## src/kbc_irq_pkg.sv

```systemverilog
/*
  Package for the host interface interrupt enable block: register
  indices, field positions, reset values, route codes and port structs.
  Assumes a single core-clock domain.
*/
package kbc_irq_pkg;

  // register indices on the core register port
  localparam logic [1:0] ADDR_ENABLES = 2'h0;
  localparam logic [1:0] ADDR_LINECTL = 2'h1;
  localparam logic [1:0] ADDR_ROUTE = 2'h2;
  localparam logic [1:0] ADDR_FLAGS = 2'h3;

  // enable register fields
  localparam int EN_KBD_HOST = 0;
  localparam int EN_MOUSE_HOST = 1;
  localparam int EN_OUT_EMPTY = 2;
  localparam int EN_IN_FULL = 3;
  localparam int EN_PM1_HOST = 4;
  localparam int EN_PM1_OUT_EMPTY = 5;
  localparam int EN_PM1_IN_FULL = 6;
  localparam logic [7:0] ENABLES_RESET = 8'h00;
  localparam logic [7:0] ENABLES_WMASK = 8'h7F;

  // line control register fields
  localparam int LC_KBD = 0;
  localparam int LC_MOUSE = 1;
  localparam int LC_PM1 = 2;
  localparam int LC_SHAPE_LO = 3;
  localparam int LC_SHAPE_HI = 5;
  localparam int LC_POL = 6;
  localparam logic [7:0] LINECTL_RESET = 8'h07;
  localparam logic [7:0] LINECTL_WMASK = 8'h7F;
  localparam logic [2:0] SHAPE_LEVEL = 3'h0;

  // pm1 routing register
  localparam logic [7:0] ROUTE_RESET = 8'h00;
  localparam int ROUTE_IRQ_LINES = 16;
  localparam logic [4:0] ROUTE_SMI = 5'h10;
  localparam logic [4:0] ROUTE_SCI = 5'h11;

  typedef struct packed {
    logic kbdWrite;
    logic mouseWrite;
    logic pm1Write;
    logic kbOutFull;
    logic kbInFull;
    logic pm1OutFull;
    logic pm1InFull;
    logic pm1Compat;
  } chan_events_s;

  typedef struct packed {
    logic kbdOutEmpty;
    logic kbdInFull;
    logic pm1OutEmpty;
    logic pm1InFull;
  } core_irqs_s;

  typedef struct packed {
    logic [ROUTE_IRQ_LINES-1:0] irqLines;
    logic smi;
    logic sci;
  } pm1_route_s;

endpackage : kbc_irq_pkg

```

## src/host_kbc_interrupt_enables.sv

```systemverilog
/*
  Interrupt enable and shaping logic for the keyboard/mouse channel and
  power-management channel 1. Drives host interrupt lines and core
  interrupt unit requests. Assumes buffer flags and write strobes come
  from logic on the same core clock.
*/
// Implementation choices: the plain strobed port and the placing of the registers.
// Notes on behaviour
// RQ1: keyboard line follows direct bit when disabled
// RQ2: keyboard data-out write raises shaped interrupt
// RQ3: mouse line follows direct bit when disabled
// RQ4: mouse data-out write raises shaped interrupt
// RQ5: output-empty core irq while out flag clear
// RQ6: input-full core irq while in flag set
// RQ7: disabled core irq held low
// RQ8: pm1 line follows direct bit when disabled
// RQ9: pm1 data-out write raises shaped interrupt
// RQ10: pm1 interrupt routable to irq, smi, sci
// RQ11: pm1 output-empty core irq while flag clear
// RQ12: pm1 input-full core irq while flag set
// RQ13: reset clears all enable bits
// RQ14: shape zero gives level, follows out flag
// RQ15: nonzero shape gives pulse of coded length
// RQ16: out flag set by write, host read clears
// RQ17: enables read back, top bit reads zero
`timescale 1ns/100ps
`default_nettype none

module host_kbc_interrupt_enables (
  input wire logic clock,
  input wire logic srst,
  input wire logic [1:0] regAddr,
  input wire logic [7:0] regWrData,
  input wire logic regWrite,
  input wire logic regRead,
  output logic [7:0] regRdData,
  input wire kbc_irq_pkg::chan_events_s events,
  input wire logic hostReadOut,
  output logic kbdHostIrq,
  output logic mouseHostIrq,
  output logic pm1HostIrq,
  output kbc_irq_pkg::pm1_route_s pm1Route,
  output kbc_irq_pkg::core_irqs_s coreIrqs,
  output logic outFullFlag
);
  import kbc_irq_pkg::*;

  logic [7:0] enables_q;
  logic [7:0] lineCtl_q;
  logic [7:0] route_q;
  logic outFull_q;
  logic outIsMouse_q;
  logic [2:0] shape;
  logic polarity;
  logic [2:0] kbdCnt_q;
  logic [2:0] mouseCnt_q;
  logic [2:0] pm1Cnt_q;
  logic kbdLine;
  logic mouseLine;
  logic pm1Line;
  logic pm1Gated;

  assign shape = lineCtl_q[LC_SHAPE_HI:LC_SHAPE_LO];
  assign polarity = lineCtl_q[LC_POL];

  // level when shape is zero, else active while pulse counter runs
  function automatic logic shapeLine(input logic lvl, input logic [2:0] cnt,
      input logic [2:0] shp, input logic pol);
    logic act;
    act = (shp == SHAPE_LEVEL) ? lvl : (cnt != 3'h0);
    if (shp == SHAPE_LEVEL) begin
      shapeLine = act ^ pol; // RQ14
    end else begin
      shapeLine = ~(act ^ pol); // RQ15
    end
  endfunction

  function automatic logic [2:0] pulseNext(input logic trig,
      input logic [2:0] cnt, input logic [2:0] shp);
    if (shp == SHAPE_LEVEL) begin
      pulseNext = 3'h0;
    end else if (trig) begin
      pulseNext = shp; // RQ15
    end else if (cnt != 3'h0) begin
      pulseNext = cnt - 3'h1;
    end else begin
      pulseNext = 3'h0;
    end
  endfunction

  // enable register
  always_ff @(posedge clock) begin
    if (srst) begin
      enables_q <= ENABLES_RESET; // RQ13
    end else if (regWrite && regAddr == ADDR_ENABLES) begin
      enables_q <= regWrData & ENABLES_WMASK; // RQ17
    end
  end

  // line control register
  always_ff @(posedge clock) begin
    if (srst) begin
      lineCtl_q <= LINECTL_RESET;
    end else if (regWrite && regAddr == ADDR_LINECTL) begin
      lineCtl_q <= regWrData & LINECTL_WMASK;
    end
  end

  // pm1 route selection
  always_ff @(posedge clock) begin
    if (srst) begin
      route_q <= ROUTE_RESET;
    end else if (regWrite && regAddr == ADDR_ROUTE) begin
      route_q <= {3'h0, regWrData[4:0]};
    end
  end

  // output full flag, write beats a simultaneous host read
  always_ff @(posedge clock) begin
    if (srst) begin
      outFull_q <= 1'b0;
      outIsMouse_q <= 1'b0;
    end else if (events.kbdWrite || events.mouseWrite) begin
      outFull_q <= 1'b1; // RQ16
      outIsMouse_q <= events.mouseWrite;
    end else if (hostReadOut) begin
      outFull_q <= 1'b0; // RQ16
    end
  end

  // pulse counters
  always_ff @(posedge clock) begin
    if (srst) begin
      kbdCnt_q <= 3'h0;
      mouseCnt_q <= 3'h0;
      pm1Cnt_q <= 3'h0;
    end else begin
      kbdCnt_q <= pulseNext(events.kbdWrite, kbdCnt_q, shape); // RQ2
      mouseCnt_q <= pulseNext(events.mouseWrite, mouseCnt_q, shape); // RQ4
      pm1Cnt_q <= pulseNext(events.pm1Write && events.pm1Compat,
        pm1Cnt_q, shape); // RQ9
    end
  end

  assign kbdLine = enables_q[EN_KBD_HOST]
    ? shapeLine(outFull_q && !outIsMouse_q, kbdCnt_q, shape, polarity) // RQ2
    : lineCtl_q[LC_KBD]; // RQ1
  assign mouseLine = enables_q[EN_MOUSE_HOST]
    ? shapeLine(outFull_q && outIsMouse_q, mouseCnt_q, shape, polarity) // RQ4
    : lineCtl_q[LC_MOUSE]; // RQ3
  assign pm1Gated = enables_q[EN_PM1_HOST] && events.pm1Compat;
  assign pm1Line = pm1Gated
    ? shapeLine(events.pm1OutFull, pm1Cnt_q, shape, polarity) // RQ9
    : lineCtl_q[LC_PM1]; // RQ8

  // registered host lines and core requests
  always_ff @(posedge clock) begin
    if (srst) begin
      kbdHostIrq <= 1'b0;
      mouseHostIrq <= 1'b0;
      pm1HostIrq <= 1'b0;
      coreIrqs <= '0;
    end else begin
      kbdHostIrq <= kbdLine;
      mouseHostIrq <= mouseLine;
      pm1HostIrq <= pm1Line;
      coreIrqs.kbdOutEmpty <= enables_q[EN_OUT_EMPTY] && !outFull_q; // RQ5 RQ7
      coreIrqs.kbdInFull <= enables_q[EN_IN_FULL] && events.kbInFull; // RQ6 RQ7
      coreIrqs.pm1OutEmpty <= enables_q[EN_PM1_OUT_EMPTY]
        && events.pm1Compat && !events.pm1OutFull; // RQ11 RQ7
      coreIrqs.pm1InFull <= enables_q[EN_PM1_IN_FULL]
        && events.pm1Compat && events.pm1InFull; // RQ12 RQ7
    end
  end

  // steer pm1 line to one destination, or to none for route codes above ROUTE_SCI
  always_ff @(posedge clock) begin
    if (srst) begin
      pm1Route <= '0;
    end else begin
      pm1Route <= '0;
      if (route_q[4:0] == ROUTE_SMI) begin
        pm1Route.smi <= pm1Line; // RQ10
      end else if (route_q[4:0] == ROUTE_SCI) begin
        pm1Route.sci <= pm1Line; // RQ10
      end else if (route_q[4] == 1'b0) begin
        pm1Route.irqLines[route_q[3:0]] <= pm1Line; // RQ10
      end
    end
  end

  assign outFullFlag = outFull_q;

  // read data one cycle after the strobe; line bits show current pins
  always_ff @(posedge clock) begin
    if (srst) begin
      regRdData <= 8'h00;
    end else if (regRead) begin
      unique case (regAddr)
        ADDR_ENABLES: regRdData <= enables_q & ENABLES_WMASK; // RQ17
        ADDR_LINECTL: regRdData <= {lineCtl_q[7:3], pm1HostIrq,
          mouseHostIrq, kbdHostIrq};
        ADDR_ROUTE: regRdData <= route_q;
        ADDR_FLAGS: regRdData <= {6'h00, events.kbInFull, outFull_q};
      endcase
    end else begin
      regRdData <= 8'h00;
    end
  end

endmodule // host_kbc_interrupt_enables

`default_nettype wire

```

## config.mk

```make
export PLATFORM = sky130hd
export DESIGN_NAME = host_kbc_interrupt_enables
export DESIGN_NICKNAME = d
export VERILOG_FILES = /design/src/kbc_irq_pkg.sv /design/src/host_kbc_interrupt_enables.sv
export SDC_FILE = /design/constraint.sdc
export NUM_CORES = 1
export LEC_CHECK = 0
export BUFFER_PORTS_ARGS = -buffer_cell sky130_fd_sc_hd__buf_2
export CAP_MARGIN = 25
export CELL_PAD_IN_SITES_DETAIL_PLACEMENT = 2
export CELL_PAD_IN_SITES_GLOBAL_PLACEMENT = 2
export CORE_ASPECT_RATIO = 0.8
export CORE_MARGIN = 4
export CORE_UTILIZATION = 29
export CTS_CLUSTER_SIZE = 10
export DETAILED_ROUTE_END_ITERATION = 8
export GPL_TIMING_DRIVEN = 1
export PLACE_DENSITY_LB_ADDON = 0.1
export SLEW_MARGIN = 20
export SYNTH_ARGS = -nofsm -noshare
export SYNTH_HDL_FRONTEND = slang
export SYNTH_SLANG_ARGS = --single-unit
```

## constraint.sdc

```tcl
create_clock -name clock -period 1.95 [get_ports clock]
set_clock_uncertainty 0.2 [all_clocks]
set_input_delay 0.39 -clock clock [delete_from_list [all_inputs] [get_ports clock]]
set_output_delay 0.39 -clock clock [all_outputs]
set_load 0.01 [all_outputs]
```

==> impl_results.md, run 1 <==
- Final net count: roughly 370
- # IOs: 57
- First-pass detailed-route iteration total: 4
- Post-synthesis register bit count: 62
- Critical path type: register to register
- Gr usage total: between 15 and 20%
- Crit path max-delay family: flip-flops
- R2R Setup Slk: 110 ps
- CP required: around 2000 ps
- Run status: finished clean
- H-tree Lvls: 3
- ANT nets after route: 0
- Distinct cells, synth: 38
- Setup TNS after final layout: 0 ps
- Slowest cell on the critical path: dfxtp_1
- Antenna diode count: 0
- Flip-flop and latch area: 0.001241 sq mm
- DP Worst Slack: 13.30 ps
- Adder-cell share of the synthesized area: 3.009%
- Syn_area_per_cell: between 9 and 10 sq um
- Synth Area in Compound Gates: 8.425%
- Peak VDD IR: 0.2897 mV
- Worst hold path cell count: 2
- Synth area leaders: dfxtp_1, mux2i_1, nor2_1
- Top cell type's share of synthesized area: 49.75%
- Fin. max-slew vios: 0
- CTS tree: built
- Routability cong.: around 0.73
- Simple-gate portion of the synthesized area: about 25%
- CP bufs+invs: 2
- Slowest cell delay on critical path: 390 ps
- Ratio of cells with drive above 1 in the final layout: 29.71%
- Layout fillers: between 900 and 1000
- Placed Area: 0.002973 sq mm
- Setup-failing EPs final: 0
- First-pass GRT wire length: between 10 and 15 mm
- Die Width: approximately 110 um
- Critical path capture point type: register
- Hold Path Sink: coreIrqs[1]$_SDFF_PP0_
- Clock transition at path regs: roughly 70 ps
- Sequential area share after synthesis: between 40% and 50%
- Final min period: around 1800 ps
- DR iter-0 viols: between 50 and 60
- Hold Crit Class: primary input to register
- Overflow after GRT: 0
- Yosys top cell by area: dfxtp_1
- Post-DP HPWL: 5.586 mm
- Antenna violations before repair: 0
- Worst R2R End: pm1Route[14]$_SDFF_PP0_
- Leak pwr: between 1 and 1.5 nW
- Crit path DAT: between 1500 and 2000 ps
- Final Hold Viols: 0
- Root Buffer: clkbuf_8
- Critical path peak fanout: 19
- WL/cell: 16.79 um
- Remaining DRCs: 0
- Post-Synth XOR/XNOR Area: 0%
- Worst r2r path cells: 6
- Combinational family with the most area after synthesis: simple AND/OR/NAND/NOR gates
- Post-Syn Area: 0.002495 sq mm
- Clock Sinks: 62
- Reg-to-Reg Start: lineCtl_q[4]$_SDFFE_PP0P_
- CTS Buf Count: 9
- Mux contribution to synthesized area: a little under a tenth
- DR vias: 2171
- Post-CTS setup buffer count: 0
- MaxCap Viol Count: 0
- Yosys warning count: 0
- Syn-to-layout area delta: 28.79%
- Pwr dens: roughly 860 mW/mm^2
- Post-CTS sizing: 1
- Vias/cell: about 4.8
- Fmax: around 540 MHz
- Area of the multi-input gates: ~0.0012 sq mm
- Final worst slack: roughly 110 ps
- Initial Util: between 30% and 40%
- Final wirelength: ~7.5 mm
- Core area: ~0.0082 sq mm
- Hold_ws: around 42 ps
- Number of global-route vias before repair: 2351
- # rows: 29
- Count of input and output buffers: 53
- Clock latency on the worst-skew pair: between 300 and 400 ps
- Cts hold-fix bufs: 0
- Final period utilization: ~94%
- Design Area, Final: 0.003213 sq mm
- Bufs on Longest Clock Path: 2
- Worst setup startpoint: lineCtl_q[4]$_SDFFE_PP0P_
- RSZ-0062 raised after global routing: yes
- Cells after synthesis: 270
- Mapped Nets: approximately 300
- Largest net degree at the start of global routing: 20
- Crit path launch type: register
- Die area: approximately 0.010 sq mm
- Min-delay src: events[2]
- Die Y: between 90 and 100 um
- Crit-path cells: nor3_4 -> buf_4 -> nor4_2 -> a2111oi_4 -> buf_12 -> nor3_1
-- state kept, by name (all words and copies together) (netlist names) --
register      flops
route_q           5
kbdCnt_q          3
outFullFlag       1
mouseCnt_q        3
pm1Cnt_q          3
mouseHostIrq      1
outIsMouse_q      1
kbdHostIrq        1
lineCtl_q         7
regRdData         7
enables_q         7
pm1Route         18
coreIrqs          4
pm1HostIrq        1
-- cell usage after synthesis --
| master | count |
|---|---|
| nand3_1 | 8 |
| nor4_2 | 1 |
| nor3_2 | 1 |
| nor2b_1 | 3 |
| ha_1 | 6 |
| a311oi_1 | 1 |
| nor2_1 | 39 |
| mux2i_1 | 18 |
| nor4_1 | 1 |
| nand3b_1 | 5 |
| or3b_2 | 3 |
| a31oi_1 | 2 |
| inv_1 | 12 |
| a2111oi_4 | 1 |
| and4_1 | 2 |
| and3_1 | 2 |
| nor4bb_1 | 1 |
| nor3_1 | 20 |
| buf_6 | 1 |
| a211o_1 | 3 |
| o21ai_0 | 4 |
| buf_4 | 1 |
| a211oi_2 | 1 |
| buf_2 | 2 |
| nand2_1 | 18 |
| a211oi_1 | 1 |
| dfxtp_1 | 62 |
| clkbuf_1 | 9 |
| nor3b_1 | 2 |
| nor4b_1 | 2 |
| nand2_2 | 1 |
| conb_1 | 1 |
| mux4_2 | 2 |
| or3_1 | 3 |
| and4b_1 | 1 |
| buf_1 | 4 |
| nand2b_1 | 7 |
| a21oi_1 | 19 |
-- power breakdown --
part / switching (mW) / internal [mW] / leakage [nW]
clock network: 0.508 / 0.686 / 0.104
registers: 0.0315 / 1.30 / 0.504
logic: 0.133 / 0.104 / 0.801
total: 0.672 / 2.09 / 1.41
-- placed cells by master, fill, tap and decap left out, types with 3 or more instances in the layout --
cell type   n
o21ai_0     4
buf_4      18
nor2b_1     3
clkbuf_8   12
inv_1      12
a211o_1     3
a21oi_1    19
nand2b_1    7
buf_2      53
mux2i_1    18
or3b_2      3
nand3b_1    5
or3_1       3
nor3_1     20
dfxtp_1    62
nand2_1    18
nor2_1     38
ha_1        5
nand3_1     8
-- stage by stage --
stage / util [%] / cells / power (mW)
finish: 39.36 / 448 / 2.759
global route: 39.36 / 448 / 2.894
CTS: 39.03 / 448 / 2.800
detailed placement: 36.41 / 433 / 1.593
global placement: 36.41 / 433 / 1.587
floorplan: - / 270 / 1.479
-- layer usage --
metal / vias to the layer above / global-route usage, % / routed length [um]
li1: 1046 / - / -
met1: 1053 / 21.27 / 3719
met2: 61 / 22.31 / 3230
met3: 11 / 4.784 / 442
met4: 0 / 6.079 / 128
met5: - / 0 / 0
-- worst max-delay path by stage --
stage,endpoint,cells past startpoint
floorplan,pm1Route[4]$_SDFF_PP0_,6
global placement,pm1Route[0]$_SDFF_PP0_,7
detailed placement,pm1Route[1]$_SDFF_PP0_,7
CTS,pm1Route[14]$_SDFF_PP0_,7
global route,pm1Route[14]$_SDFF_PP0_,6
finish,pm1Route[14]$_SDFF_PP0_,6
-- worst reg2reg max path, stage by stage (launching register included) --
cell,delay (ps)
dfxtp_1,390
nor3_4,240
buf_4,180
nor4_2,50
a2111oi_4,390
buf_12,200
nor3_1,70
-- final cells by class --
cell class	count	area share [%]
clock inverters	3	1.324
flip-flops and latches	62	38.63
inverters	12	1.402
repair buffers	72	13.08
multi-input cells	179	36.22
clock buffers	12	5.140
well taps	108	4.206
-- cell families (layout without fill, tap and decap cells) --
logic type                 Yosys count  in the layout
muxes                               20             20
and+or+nand+nor                    120            120
AOI/OAI and AO/OA                   32             32
adders and majority gates            6              6
other                                1              1
buffers and inverters               29             99
DFF                                 62             62
Power figures use the tool's default switching activity.
==> inputs of run 2 (changes only) <==
- MAX_ROUTING_LAYER: not set -> met4
- PLACE_DENSITY_LB_ADDON: 0.1 -> 0.05
==> impl_results.md, run 2 (synthesis results as in run 1) <==
- Run status: finished clean
- Clock power frac: between 40% and 50%
- Hold Crit Class: primary input to register
- Crit path DAT: around 1900 ps
- Remaining DRCs: 0
- Net Sw Frac: between 20% and 30%
- Commonest non-fill, non-tap cell in the layout: dfxtp_1
- P_int: around 2.0 mW
- Met1 Use GR: between 20% and 30%
- Leak pwr: approximately 1.4 nW
- First-pass detailed-route iteration total: 4
- Clock latency on the worst-skew pair: around 340 ps
- Post-CTS setup buffer count: 0
- Worst r2r path cells: 5
- DR vias: 2175
- Routability cong.: approximately 0.74
- First-pass GRT wire length: roughly 12 mm
- Clock Sinks: 62
- Number of global-route vias before repair: between 2000 and 2500
- DR iter-0 viols: 39
- Final Hold Viols: 0
- Final period utilization: approximately 95%
- Met2 Track Usage GR: a little under a quarter
- DP Worst Slack: -35.13 ps
- # rows: 29
- Reg with most FFs: pm1Route
- Root Buffer: clkbuf_8
- GR peak layer: met2
- Final wirelength: ~7.6 mm
- Max reg flops: 18
- Ratio of cells with drive above 1 in the final layout: 30.12%
- Gr usage total: 15.78%
- Peak VDD IR: roughly 0.36 mV
- # IOs: 57
- Critical path peak fanout: 19
- Bufs on Longest Clock Path: 2
- Part of the power in combinational logic: 8.7%
- Critical path type: register to register
- Final min period: 1857 ps
- Cts hold-fix bufs: 0
- Part of the power in registers: roughly half
- Net Sw Power: slightly above 700 uW
- Antenna diode count: 0
- Met3 usage: ~3.7%
- Vias/cell: around 4.8
- CTS Buf Count: 9
- Pwr dens: about 850 mW/mm^2
- Fmax: around 540 MHz
- Setup-failing EPs final: 0
- Initial Util: about 31%
- Inst Count DP: between 400 and 500
- RSZ-0062 raised after global routing: no
- Final net count: 366
- Die area: a little over 0.01 sq mm
- Overflow after GRT: 0
- H-tree Lvls: 3
- MaxCap Viol Count: 0
- WL/cell: 16.91 um
- Die Width: 111.7 um
- CTS tree: built
- Count of input and output buffers: between 50 and 60
- Core area: just over 0.008 sq mm
- R2R Setup Slk: between 90 and 100 ps
- CP required: about 2000 ps
- ANT nets after route: 0
- Critical path capture point type: register
- Syn-to-layout area delta: 28.03%
- Largest net degree at the start of global routing: 20
- Commonest non-fill, non-tap cells in the layout: dfxtp_1, buf_2, nor2_1
- Fin. max-slew vios: 0
- Non-filler cells, final: 450
- Antenna violations before repair: 0
- Clock transition at path regs: approximately 80 ps
- Final worst slack: 93.29 ps
- Worst hold path cell count: 2
- Die Y: approximately 90 um
- Post-DP HPWL: ~5.7 mm
- Crit path launch type: register
==> run 2: routing by layer <==
layer / part of all wire (%) / wire [um] / vias up
met4: 1.2 / 90 / 0
met1: 53 / 4006 / 1077
met3: 3.6 / 274 / 8
li1: - / - / 1052
met2: 43 / 3237 / 38
met5: 0 / 0 / -
==> run 2: path summary, 6_finish.rpt <==
kind,from,end
setup / recovery,lineCtl_q[3]$_SDFFE_PP0P_,pm1Route[0]$_SDFF_PP0_
hold / removal,events[2],coreIrqs[1]$_SDFF_PP0_
setup reg to reg,lineCtl_q[3]$_SDFFE_PP0P_,pm1Route[0]$_SDFF_PP0_
hold reg to reg,lineCtl_q[1]$_SDFFE_PP1P_,lineCtl_q[1]$_SDFFE_PP1P_
==> run 2: final cells by class <==
cell class	count	area, sq um
clock buffer	9	123.9
clock inverter	7	73.82
fill	927	4970
inverter	12	45.04
multi-input combinational	179	1146
sequential	62	1242
tap	108	135.1
timing repair buffer	73	427.9
==> run 2: power groups by stage <==
stage               clock network (mW)  logic [mW]  registers [mW]
global route                      1.25       0.263            1.33
floorplan                            0       0.127            1.35
CTS                               1.18       0.239            1.33
detailed placement                   0       0.237            1.36
global placement                     0       0.233            1.36
finish                            1.15       0.237            1.33
==> run 2: worst max-delay path, cell delays in order, from the launching register on <==
cell and delay, ps:
dfxtp_1 380, or3_1 430, a211oi_2 250, a2111oi_4 70
buf_12 170, nor4b_2 250
==> run 2: through the flow <==
step                setup TNS [ps]  total power, mW  hold slack (ps)  area, sq um  util [%]
floorplan                        0            1.479            221.3         2495         -
CTS                              0            2.751            41.50         3187     39.03
finish                           0            2.715            53.10         3194     39.13
global placement                 0            1.590            248.1         2980     36.51
detailed placement          -35.13            1.595            252.0         2980     36.51
global route                     0            2.847            51.97         3194     39.13
==> run 2: repair_timing <==
item	CTS	global route
pin swaps	0	1
setup endpoints to repair	1	6
gates resized for setup	2	2
